<file path="src/core/relay_defs.svh">
// register map, field positions, reset values and timing constants
`ifndef RELAY_DEFS_SVH
`define RELAY_DEFS_SVH

// ----------------------------------------
// register offsets (byte addresses)
// ----------------------------------------
`define OFS_CTRL        8'h00
`define OFS_THR1        8'h04
`define OFS_THR2        8'h08
`define OFS_BAND_HALFWIDTH        8'h0C
`define OFS_DELAY       8'h10
`define OFS_SWING       8'h14
`define OFS_SHOW        8'h18
`define OFS_STATUS      8'h1C
`define OFS_PEAK        8'h20
`define OFS_SHOWN       8'h24

// ----------------------------------------
// control register fields and the off delay field of the delay register
// ----------------------------------------
`define CTRL_MODE_LSB   0
`define CTRL_MODE_MSB   2
`define CTRL_PEAK_BIT   3
`define CTRL_FAULT_LSB  4
`define CTRL_FAULT_MSB  5
`define CTRL_MIN_BIT    6
`define CTRL_CMD_BIT    7
`define CTRL_FIT_BIT    8
`define DLY_OFF_LSB     16

// ----------------------------------------
// reset values
// ----------------------------------------
`define RST_CTRL        32'h0000_0100
`define RST_THR         16'h0000
`define RST_BAND_HALFWIDTH        10'h000
`define RST_DELAY       10'h000
`define RST_SWING       16'h000A
`define RST_SHOW        16'h0032

// ----------------------------------------
// timing
// ----------------------------------------
`define CLK_PERIOD_NS   100
`define TICK_PERIOD_NS  100000000
`define TENTHS_PER_MIN  60

`endif

</file>
<file path="src/core/relay_pkg.sv">
// types shared by the relay threshold controller
package relay_pkg;

	typedef enum logic [2:0] {
		MODE_DISABLED = 3'h0,
		MODE_ON       = 3'h1,
		MODE_OFF      = 3'h2,
		MODE_IN       = 3'h3,
		MODE_OUT      = 3'h4,
		MODE_REMOTE   = 3'h5
	} relay_mode_e;

	typedef enum logic [1:0] {
		FAULT_KEEP = 2'h0,
		FAULT_ON   = 2'h1,
		FAULT_OFF  = 2'h2
	} fault_resp_e;

	typedef enum logic {
		PK_RISE = 1'b0,
		PK_FALL = 1'b1
	} peak_state_e;

endpackage : relay_pkg

</file>
<file path="src/core/delay_qualifier.sv">
// on/off qualification delay for one relay
`timescale 1ns/1ps

module delay_qualifier #(
	parameter int DW = 10
) (
	// clock and reset
	input  wire logic          hclk,
	input  wire logic          hresetn,
	// timing
	input  wire logic          tick,
	// request
	input  wire logic          zone_valid,
	input  wire logic          want_on,
	input  wire logic          hold,
	input  wire logic [DW-1:0] on_delay,
	input  wire logic [DW-1:0] off_delay,
	// result
	output logic               state_q
);

	logic [DW-1:0] cnt_q;
	logic          pending;
	logic [DW-1:0] delay;

	assign pending = zone_valid && (want_on != state_q) && !hold;
	assign delay   = want_on ? on_delay : off_delay;

	// leaving the zone early drops the pending change
	always_ff @(posedge hclk or negedge hresetn) begin
		if (!hresetn) begin
			cnt_q <= '0;
		end else if (!pending) begin
			cnt_q <= '0;
		end else if (tick && cnt_q != {DW{1'b1}}) begin
			cnt_q <= cnt_q + 1'b1;
		end
	end

	// zero delay commits in the first pending cycle; the tick runs free,
	// so the first count may be short and one extra tick is waited
	always_ff @(posedge hclk or negedge hresetn) begin
		if (!hresetn) begin
			state_q <= 1'b0;
		end else if (pending && (delay == '0 || cnt_q > delay)) begin
			state_q <= want_on;
		end
	end
endmodule : delay_qualifier

</file>
<file path="src/core/peak_hold_relay_threshold_ctrl.sv">
// peak hold and threshold relay controller with AHB-Lite registers
// ----------------------------------------
// ----------------------------------------
//
// The AHB-Lite slave port and the address map are this design's own decisions.
`timescale 1ns/1ps
`include "relay_defs.svh"

module peak_hold_relay_threshold_ctrl #(
	parameter int TICK_CYCLES = `TICK_PERIOD_NS / `CLK_PERIOD_NS,
	parameter int DW          = 10
) (
	// clock and reset
	input  wire logic               hclk,
	input  wire logic               hresetn,
	// AHB-Lite slave
	input  wire logic               hsel,
	input  wire logic [31:0]        haddr,
	input  wire logic [1:0]         htrans,
	input  wire logic               hwrite,
	input  wire logic [2:0]         hsize,
	input  wire logic [31:0]        hwdata,
	input  wire logic               hready,
	output logic [31:0]             hrdata,
	output logic                    hreadyout,
	output logic                    hresp,
	// measurement stage
	input  wire logic               sample_valid,
	input  wire logic signed [15:0] sample_value,
	input  wire logic               out_of_range,
	// relay and indicator
	output logic                    relay_drive,
	output logic                    relay_led,
	output logic                    peak_showing,
	output logic signed [15:0]      shown_value
);

	// ----------------------------------------
	// bus slave
	// ----------------------------------------
	logic [31:0]        ctrl_q;
	logic signed [15:0] thr1_q;
	logic signed [15:0] thr2_q;
	logic [DW-1:0]      band_halfwidth_q;
	logic [DW-1:0]      on_dly_q;
	logic [DW-1:0]      off_dly_q;
	logic [15:0]        swing_q;
	logic [15:0]        show_per_q;
	logic               wr_pend_q;
	logic [7:0]         wr_addr_q;
	logic [31:0]        rd_q;
	logic [31:0]        rd_d;
	logic [31:0]        status;
	logic               addr_ok;
	logic signed [15:0] peak_q;
	logic               relay_q;
	logic               fault;
	logic               zone_a_q;

	assign addr_ok   = hsel && hready && htrans[1];
	assign hreadyout = 1'b1;
	assign hresp     = 1'b0;
	assign hrdata    = rd_q;

	always_comb begin
		unique case (haddr[7:0])
			`OFS_CTRL:   rd_d = ctrl_q;
			`OFS_THR1:   rd_d = {{16{thr1_q[15]}}, thr1_q};
			`OFS_THR2:   rd_d = {{16{thr2_q[15]}}, thr2_q};
			`OFS_BAND_HALFWIDTH:   rd_d = {{(32-DW){1'b0}}, band_halfwidth_q};
			`OFS_DELAY:  rd_d = {{(16-DW){1'b0}}, off_dly_q,
			                     {(16-DW){1'b0}}, on_dly_q};
			`OFS_SWING:  rd_d = {16'h0000, swing_q};
			`OFS_SHOW:   rd_d = {16'h0000, show_per_q};
			`OFS_STATUS: rd_d = status;
			`OFS_PEAK:   rd_d = {{16{peak_q[15]}}, peak_q};
			`OFS_SHOWN:  rd_d = {{16{shown_value[15]}}, shown_value};
			default:     rd_d = 32'h0000_0000;
		endcase
	end

	// read data registered in the address phase: zero wait states
	always_ff @(posedge hclk or negedge hresetn) begin
		if (!hresetn) begin
			rd_q <= 32'h0000_0000;
		end else if (addr_ok && !hwrite) begin
			rd_q <= rd_d;
		end
	end

	always_ff @(posedge hclk or negedge hresetn) begin
		if (!hresetn) begin
			wr_pend_q <= 1'b0;
			wr_addr_q <= 8'h00;
		end else begin
			wr_pend_q <= addr_ok && hwrite;
			wr_addr_q <= haddr[7:0];
		end
	end

	always_ff @(posedge hclk or negedge hresetn) begin
		if (!hresetn) begin
			ctrl_q     <= `RST_CTRL;
			thr1_q     <= `RST_THR;
			thr2_q     <= `RST_THR;
			band_halfwidth_q     <= `RST_BAND_HALFWIDTH;
			on_dly_q   <= `RST_DELAY;
			off_dly_q  <= `RST_DELAY;
			swing_q    <= `RST_SWING;
			show_per_q <= `RST_SHOW;
		end else if (wr_pend_q) begin
			unique case (wr_addr_q)
				`OFS_CTRL:  ctrl_q <= {23'h000000, hwdata[8:0]};
				`OFS_THR1:  thr1_q <= hwdata[15:0];
				`OFS_THR2:  thr2_q <= hwdata[15:0];
				`OFS_BAND_HALFWIDTH:  band_halfwidth_q <= hwdata[DW-1:0];
				`OFS_DELAY: begin
					on_dly_q  <= hwdata[DW-1:0];
					off_dly_q <= hwdata[`DLY_OFF_LSB +: DW];
				end
				`OFS_SWING: swing_q    <= hwdata[15:0];
				`OFS_SHOW:  show_per_q <= hwdata[15:0];
				default: ;
			endcase
		end
	end

	// ----------------------------------------
	// control fields
	// ----------------------------------------
	relay_pkg::relay_mode_e mode;
	relay_pkg::fault_resp_e fresp;
	logic                   use_peak;
	logic                   unit_min;
	logic                   remote_cmd;
	logic                   fitted;

	assign mode       = relay_pkg::relay_mode_e'(
	                    ctrl_q[`CTRL_MODE_MSB:`CTRL_MODE_LSB]);
	assign fresp      = relay_pkg::fault_resp_e'(
	                    ctrl_q[`CTRL_FAULT_MSB:`CTRL_FAULT_LSB]);
	assign use_peak   = ctrl_q[`CTRL_PEAK_BIT];
	assign unit_min   = ctrl_q[`CTRL_MIN_BIT];
	assign remote_cmd = ctrl_q[`CTRL_CMD_BIT];
	assign fitted     = ctrl_q[`CTRL_FIT_BIT];

	// ----------------------------------------
	// time base: tenth of second, tenth of minute
	// ----------------------------------------
	logic [31:0] pre_q;
	logic [5:0]  min_q;
	logic        tick_s;
	logic        tick_m;
	logic        tick;

	assign tick_s = (pre_q == 32'(TICK_CYCLES - 1));
	assign tick_m = tick_s && (min_q == 6'(`TENTHS_PER_MIN - 1));
	assign tick   = unit_min ? tick_m : tick_s;

	always_ff @(posedge hclk or negedge hresetn) begin
		if (!hresetn) begin
			pre_q <= 32'h0000_0000;
		end else begin
			pre_q <= tick_s ? 32'h0000_0000 : pre_q + 32'h0000_0001;
		end
	end

	always_ff @(posedge hclk or negedge hresetn) begin
		if (!hresetn) begin
			min_q <= 6'h00;
		end else if (tick_m) begin
			min_q <= 6'h00;
		end else if (tick_s) begin
			min_q <= min_q + 6'h01;
		end
	end

	// ----------------------------------------
	// peak detector and hold
	// ----------------------------------------
	relay_pkg::peak_state_e pk_q;
	logic signed [15:0]     lo_q;
	logic signed [15:0]     hi_q;
	logic signed [17:0]     rise;
	logic signed [17:0]     fall;
	logic                   peak_found;
	logic                   showing_q;
	logic [15:0]            show_cnt_q;

	assign rise = 18'(sample_value) - 18'(lo_q);
	assign fall = 18'(hi_q) - 18'(sample_value);
	assign peak_found = sample_valid && pk_q == relay_pkg::PK_FALL
	                    && fall >= $signed({2'b00, swing_q});

	always_ff @(posedge hclk or negedge hresetn) begin
		if (!hresetn) begin
			pk_q <= relay_pkg::PK_RISE;
			lo_q <= 16'h0000;
			hi_q <= 16'h0000;
		end else if (sample_valid) begin
			unique case (pk_q)
				relay_pkg::PK_RISE: begin
					if (rise >= $signed({2'b00, swing_q})) begin
						pk_q <= relay_pkg::PK_FALL;
						hi_q <= sample_value;
					end else if (sample_value < lo_q) begin
						lo_q <= sample_value;
					end
				end
				relay_pkg::PK_FALL: begin
					if (peak_found) begin
						pk_q <= relay_pkg::PK_RISE;
						lo_q <= sample_value;
					end else if (sample_value > hi_q) begin
						hi_q <= sample_value;
					end
				end
			endcase
		end
	end

	always_ff @(posedge hclk or negedge hresetn) begin
		if (!hresetn) begin
			peak_q <= 16'h0000;
		end else if (peak_found) begin
			peak_q <= hi_q;
		end
	end

	always_ff @(posedge hclk or negedge hresetn) begin
		if (!hresetn) begin
			showing_q  <= 1'b0;
			show_cnt_q <= 16'h0000;
		end else if (peak_found) begin
			showing_q  <= 1'b1;
			show_cnt_q <= 16'h0000;
		end else if (showing_q && show_cnt_q >= show_per_q) begin
			showing_q <= 1'b0;
		end else if (showing_q && tick_s) begin
			show_cnt_q <= show_cnt_q + 16'h0001;
		end
	end

	assign peak_showing = showing_q;
	assign shown_value  = showing_q ? peak_q : sample_value;

	// ----------------------------------------
	// zone evaluation, once per sample
	// ----------------------------------------
	logic signed [15:0] cmp;
	logic signed [15:0] t_lo;
	logic signed [15:0] t_hi;
	logic signed [17:0] h;
	logic signed [17:0] v;
	logic               above;
	logic               below;
	logic               dual_a;
	logic               dual_b;
	logic               dual;
	logic               zone_valid_q;
	logic               want_on_q;
	logic               qual_state;

	assign cmp  = use_peak ? shown_value : sample_value;
	assign t_lo = (thr1_q < thr2_q) ? thr1_q : thr2_q;
	assign t_hi = (thr1_q < thr2_q) ? thr2_q : thr1_q;
	assign h    = $signed({{(18-DW){1'b0}}, band_halfwidth_q});
	assign v    = 18'(cmp);
	assign above  = v > 18'(thr1_q) + h;
	assign below  = v < 18'(thr1_q) - h;
	assign dual_a = v > 18'(t_lo) + h && v < 18'(t_hi) - h;
	assign dual_b = v > 18'(t_hi) + h || v < 18'(t_lo) - h;
	assign dual   = mode == relay_pkg::MODE_IN
	                || mode == relay_pkg::MODE_OUT;

	always_ff @(posedge hclk or negedge hresetn) begin
		if (!hresetn) begin
			zone_valid_q <= 1'b0;
			want_on_q    <= 1'b0;
			zone_a_q     <= 1'b0;
		end else if (sample_valid) begin
			zone_a_q <= dual ? dual_a : above;
			unique case (mode)
				relay_pkg::MODE_ON: begin
					zone_valid_q <= above || below;
					want_on_q    <= above;
				end
				relay_pkg::MODE_OFF: begin
					zone_valid_q <= above || below;
					want_on_q    <= below;
				end
				relay_pkg::MODE_IN: begin
					zone_valid_q <= dual_a || dual_b;
					want_on_q    <= dual_a;
				end
				relay_pkg::MODE_OUT: begin
					zone_valid_q <= dual_a || dual_b;
					want_on_q    <= dual_b;
				end
				default: begin
					zone_valid_q <= 1'b0;
					want_on_q    <= 1'b0;
				end
			endcase
		end
	end

	// ----------------------------------------
	// qualification and final relay state
	// ----------------------------------------
	assign fault = out_of_range;

	delay_qualifier #(
		.DW         (DW)
	) u_qual (
		.hclk       (hclk),
		.hresetn    (hresetn),
		.tick       (tick),
		.zone_valid (zone_valid_q),
		.want_on    (want_on_q),
		.hold       (fault),
		.on_delay   (on_dly_q),
		.off_delay  (off_dly_q),
		.state_q    (qual_state)
	);

	// fault on wins even over a disabled relay
	always_ff @(posedge hclk or negedge hresetn) begin
		if (!hresetn) begin
			relay_q <= 1'b0;
		end else if (fault && fresp == relay_pkg::FAULT_ON) begin
			relay_q <= 1'b1;
		end else if (fault && fresp == relay_pkg::FAULT_OFF) begin
			relay_q <= 1'b0;
		end else if (mode == relay_pkg::MODE_DISABLED) begin
			relay_q <= 1'b0;
		end else if (mode == relay_pkg::MODE_REMOTE) begin
			relay_q <= remote_cmd;
		end else if (!fault) begin
			relay_q <= qual_state;
		end
	end

	// unfitted relay: LED alone shows the condition
	assign relay_drive = relay_q && fitted;
	assign relay_led   = relay_q;

	assign status = {27'h0000000, zone_a_q, fault, showing_q,
	                 relay_led, relay_drive};
endmodule : peak_hold_relay_threshold_ctrl

</file>
<file path="config.mk">
export PLATFORM = sky130hd
export DESIGN_NAME = peak_hold_relay_threshold_ctrl
export DESIGN_NICKNAME = d
export VERILOG_FILES = /design/src/core/relay_pkg.sv /design/src/core/delay_qualifier.sv /design/src/core/peak_hold_relay_threshold_ctrl.sv
export VERILOG_INCLUDE_DIRS = /design/src /design/src/core
export SDC_FILE = /design/constraint.sdc
export NUM_CORES = 1
export LEC_CHECK = 0
export ABC_AREA = 1
export CORE_ASPECT_RATIO = 0.7
export CORE_MARGIN = 2
export CORE_UTILIZATION = 38
export DETAILED_ROUTE_END_ITERATION = 12
export DONT_BUFFER_PORTS = 1
export SETUP_SLACK_MARGIN = 0.15
export SLEW_MARGIN = 20
export SYNTH_ARGS = -nofsm -noshare
export SYNTH_HDL_FRONTEND = slang
export SYNTH_SLANG_ARGS = --single-unit
</file>
<file path="constraint.sdc">
create_clock -name hclk -period 14.2 [get_ports hclk]
set_clock_uncertainty 0.15 [all_clocks]
set_input_delay 3.55 -clock hclk [delete_from_list [all_inputs] [get_ports hclk]]
set_output_delay 3.55 -clock hclk [all_outputs]
set_load 0.005 [all_outputs]
</file>
# Word level (Yosys, flattened, before mapping)
# Index checks and enable logic that the tools add are counted.
[op_classes]
n_addsub = 12
magnitude_cmp = 13
n_eq_ne = 35
muxes = 36
bitwise_logic = 1
reduce_logical = 43
[op_table]
columns = ["op", "n"]
rows = [
  ["case mux 32 bit (10 select lines)", 1],
  ["2-to-1 mux 16 bit", 13],
  ["case mux 16 bit (2 select lines)", 2],
  ["equality test 8 x 5 -> 1 bit, second input constant", 7],
  ["adder 16 x 11 -> 17 bit", 3],
  ["> comparator 16 x 17 -> 1 bit", 3],
  ["less-than comparator 16 x 17 -> 1 bit", 3],
  ["subtractor 16 x 11 -> 17 bit", 3],
  ["greater-or-equal comparator 17 bit", 2],
  ["subtractor 16 x 16 -> 17 bit", 2],
  ["adder 32 x 1 -> 32 bit, second input constant", 1],
  ["equality test 32 x 20 -> 1 bit, second input constant", 1],
  ["equality test 8 x 4 -> 1 bit, second input constant", 4],
  ["less-than comparator 16 bit", 2],
  ["2-to-1 mux 32 bit", 1],
  ["2-to-1 mux 10 bit", 3],
  ["logical AND 1 bit", 17],
  ["adder 16 x 1 -> 16 bit, second input constant", 1],
  ["equality test 8 x 3 -> 1 bit, second input constant", 2],
  ["equality test 8 x 6 -> 1 bit, second input constant", 2],
  ["greater-or-equal comparator 16 bit", 1],
  ["> comparator 16 bit", 1],
  ["zero test 8 bit", 2],
  ["AND reduction 2 bit", 8],
  ["26 further kinds", 55],
]
[word_totals]
regBits = 263
inputBits = 92
elab_cells = 165

# Depth between registers and ports, before layout
[logic_depth]
ltp_word = 7
ltp_mapped = 46
mapped_depth_nobuf = 43

# Hierarchy
# A second synthesis with hierarchy kept.
[unflattened]
hier_cells = 2974
hier_area_um2 = 21847.2
[by_module_without_submodules]
columns = ["mod", "instances", "cells_per_inst", "area_each_um2", "seq_area_each_um2"]
rows = [
  ["peak_hold_relay_threshold_ctrl", 1, 2810, 20737.4, 6188.4],
  ["delay_qualifier", 1, 164, 1109.8, 275.3],
]

# Worst setup path after synthesis
# Ideal clock, no wire load.
[synth_path]
path_type = "input -> output"
from = "input sample_value[1]"
to = "output shown_value[1]"
arrival_ps = 3893
setup_slack_ps = 6607
stages = 2
path_buffers = 0
path_cell_list = "inv_1 o21ai_0"
[synth_between]
elab_chain_cells = 1
[synth_lines]
columns = ["item", "line_no", "text"]
rows = [
  ["start: declaration", "peak_hold_relay_threshold_ctrl.sv:29", "input wire logic signed [15:0] sample_value,"],
  ["2-to-1 mux 16 bit", "peak_hold_relay_threshold_ctrl.sv:245", "assign shown_value = showing_q ? peak_q : sample_value;"],
  ["end: declaration", "peak_hold_relay_threshold_ctrl.sv:35", "output logic signed [15:0] shown_value"],
]
# No other way between the ends.

# Worst setup path after layout
[layout_path]
from = "input sample_value[12]"
to = "output shown_value[12]"
# Same word-level chain as after synthesis.

==> results_dict.tcl <==
set metrics [dict create \
    first_iter_violations 1943 \
    ioPinCount 145 \
    design_area_um2 23500 \
    hp-start "lo_q[7]" \
    drt-total-wl_um 69300 \
    vias_per_cell 5.29 \
    final_cell_mix "nand2_1 (731), inv_1 (396), ha_1 (270)" \
    setup-tns-final_ns 0 \
    fin_crit_ns 7.99 \
    ys_types 67 \
    holdPathStages 2 \
    netlist_instances 2975 \
    reg2regPathDepth 34 \
    synthArstFlopShare 1.00 \
    synth_ff_type "dfrtp_1" \
    syn-cell-area_um2 21600 \
    dp_slack_ns 6.20 \
    power_density_nw_per_um2 134 \
    slew_headroom 0.170 \
    place_congestion 0.959 \
    slew_viol_final 0 \
    post-cts-setup-buffers 0 \
    yosysWarnings 0 \
    final_common_cell "nand2_1" \
    path_buf_inv 1 \
    hold_buffers 0 \
    min_to "lo_q[7]" \
    place_inst 3664 \
    critPathLaunchType "input port" \
    rows 73 \
    hold_viol_final 0 \
    grtUsageTotal 0.234 \
    nets 3317 \
    numPortBuffers 0 \
    timing.rr.start "thr1_q[10]" \
    dieWidth_um 289 \
    synth_edf_count 0 \
    core-area_um2 56400 \
    clockRootBuffer "clkbuf_16" \
    drc_errors 0 \
    cts_tree "built" \
    cp_slowest_cell "o21ai_0" \
    worst_slack_ns 6.21 \
    cts-resized-gates 0 \
    fmax_mhz 125 \
    rsz0062_at_grt "false" \
    synthesis.nets 3345 \
    required_ns 10.50 \
    hp-class "reg2reg" \
    avgSynthCellArea_um2 7.26 \
    grt_pass1_wl_um 106000 \
    grt_pass1_vias 17600 \
    grt_antenna_before_repair 1 \
    clk_path_buf_depth 3 \
    cts_buffers 31 \
    peakVddDrop_uv 107 \
    crit_path_end_kind "output port" \
    final_layout_size_suffix_gt1_frac 0.0505 \
    fp.dieArea_um2 58800 \
    maxCapViolCount 0 \
    r2r-end "want_on_q" \
    run_status "complete, no violations" \
    cpPeakStageDelay_ns 0.70 \
    htree_levels 1 \
    final_cells 3723 \
    start_util 0.383 \
    cp_top_family "compound AO/OA/AOI/OAI gates" \
    rrSetupSlack_ns 7.31 \
    routedWlPerCell_um 18.6 \
    syn2layout_area_growth_pct 8.63 \
    clk_latency_ns 0.61 \
    crit_fanout 4 \
    path_clk_slew_ns 0.06 \
    crit_type "in2out" \
    total_leakage_power_nw 12.9 \
    fin_crit_sh 0.563 \
    worst_pin_slew_ns 1.24 \
    place_area_um2 22300 \
    place_hpwl_um 55100 \
    vias 19700 \
    postRouteAntennaNets 0 \
    grt_overflow 0 \
    cts_sinks 258 \
    arrival_ns 4.29 \
    crit_chain "inv_1 > o21ai_0" \
    ys_seq_area_frac 0.299 \
    dr.pass1.iters 5 \
    die_y_um 204 \
    grt_max_degree 259 \
    synth-seq-cells 258 \
    setup_viol 0 \
]
## worst max path at each step
stage,from,end,slack (ns),depth (start not counted)
finish,sample_value[12],shown_value[12],6.21,2
global route,sample_value[2],hi_q[11],6.21,22
CTS,sample_value[14],shown_value[14],6.21,2
detailed placement,sample_value[2],hi_q[0],6.20,22
global placement,sample_value[2],hi_q[0],6.21,22
floorplan,sample_value[1],shown_value[1],6.61,2
## final cells by class
class / count / area (µm²)
fill: 5843 / 33000
multi-input combinational: 2232 / 13200
clock buffer: 40 / 880
antenna: 1 / 2.50
sequential: 258 / 6460
inverter: 406 / 1530
clock inverter: 18 / 290
timing repair buffer: 18 / 135
tap: 750 / 938
## power by group
| group | switching (mW) | total, mW | internal (mW) |
|---|---|---|---|
| logic | 0.884 | 1.39 | 0.509 |
| registers | 0.0466 | 0.840 | 0.793 |
| clock network | 0.346 | 0.911 | 0.565 |
## routing by layer
metal	part of all wire	track usage	routed length, µm	vias up
met3	0.094	0.0443	6480	80
li1	-	-	-	9826
met5	0	0	0	-
met1	0.51	0.385	35200	9053
met2	0.38	0.307	26100	746
met4	0.021	0.0477	1470	0
## Yosys cell counts (all sizes together), types with 2 or more instances
| cell | n | area share |
|---|---|---|
| buf | 28 | 0.0089 |
| o221ai | 9 | 0.0036 |
| conb | 2 | 0.00035 |
| o211ai | 2 | 0.00093 |
| xor2 | 95 | 0.039 |
| clkbuf | 51 | 0.0089 |
| o21ai | 296 | 0.069 |
| o22ai | 22 | 0.0064 |
| a21o | 8 | 0.0028 |
| nand3b | 5 | 0.0017 |
| nand4 | 57 | 0.017 |
| xnor2 | 18 | 0.0073 |
| a22o | 2 | 0.00081 |
| nor3b | 4 | 0.0019 |
| nor3 | 51 | 0.012 |
| mux2 | 2 | 0.0010 |
| nand3 | 140 | 0.035 |
| o31ai | 5 | 0.0017 |
| a21oi | 186 | 0.044 |
| dfstp | 6 | 0.0073 |
| a31oi | 18 | 0.0052 |
| fa | 8 | 0.0074 |
| dfrtp | 252 | 0.29 |
| nor4 | 34 | 0.011 |
| inv | 402 | 0.070 |
| a211oi | 2 | 0.00069 |
| ha | 270 | 0.16 |
| o21a | 10 | 0.0035 |
| a221oi | 5 | 0.0020 |
| clkinv | 4 | 0.00075 |
| o2111ai | 5 | 0.0020 |
| nand2 | 752 | 0.13 |
| o21bai | 6 | 0.0021 |
| o41ai | 3 | 0.0012 |
| nor2 | 205 | 0.038 |
| a21boi | 2 | 0.00069 |
## state kept, by name (all words and copies together) (netlist names), 6 cells and up
| signal | cells |
|---|---|
| pre_q | 32 |
| hrdata | 27 |
| hi_q | 16 |
| lo_q | 16 |
| peak_q | 16 |
| show_cnt_q | 16 |
| show_per_q | 16 |
| swing_q | 16 |
| thr1_q | 16 |
| thr2_q | 16 |
| band_halfwidth_q | 10 |
| off_dly_q | 10 |
| on_dly_q | 10 |
| u_qual.cnt_q | 10 |
| ctrl_q | 9 |
| wr_addr_q | 8 |
| min_q | 6 |
## through the flow
step | hold slack [ns] | utilization | total power, mW
finish | 0.321 | 0.416 | 3.14
global route | 0.346 | 0.416 | 3.39
CTS | 0.323 | 0.416 | 3.14
detailed placement | 0.310 | 0.395 | 2.22
global placement | 0.304 | 0.395 | 2.21
floorplan | 0.292 | - | 1.90
## logic make-up after synthesis
kind of cell / after synthesis / share of synthesized area
AOI/OAI and AO/OA: 586 / 0.149
xor gates and xnor gates: 113 / 0.0458
adders and majority gates: 278 / 0.164
buffers and inverters: 485 / 0.0884
DFF: 258 / 0.299
muxes: 2 / 0.00104
other: 2 / 0.000348
and+or+nand+nor: 1251 / 0.253
(Power assumes the default switching activity.)
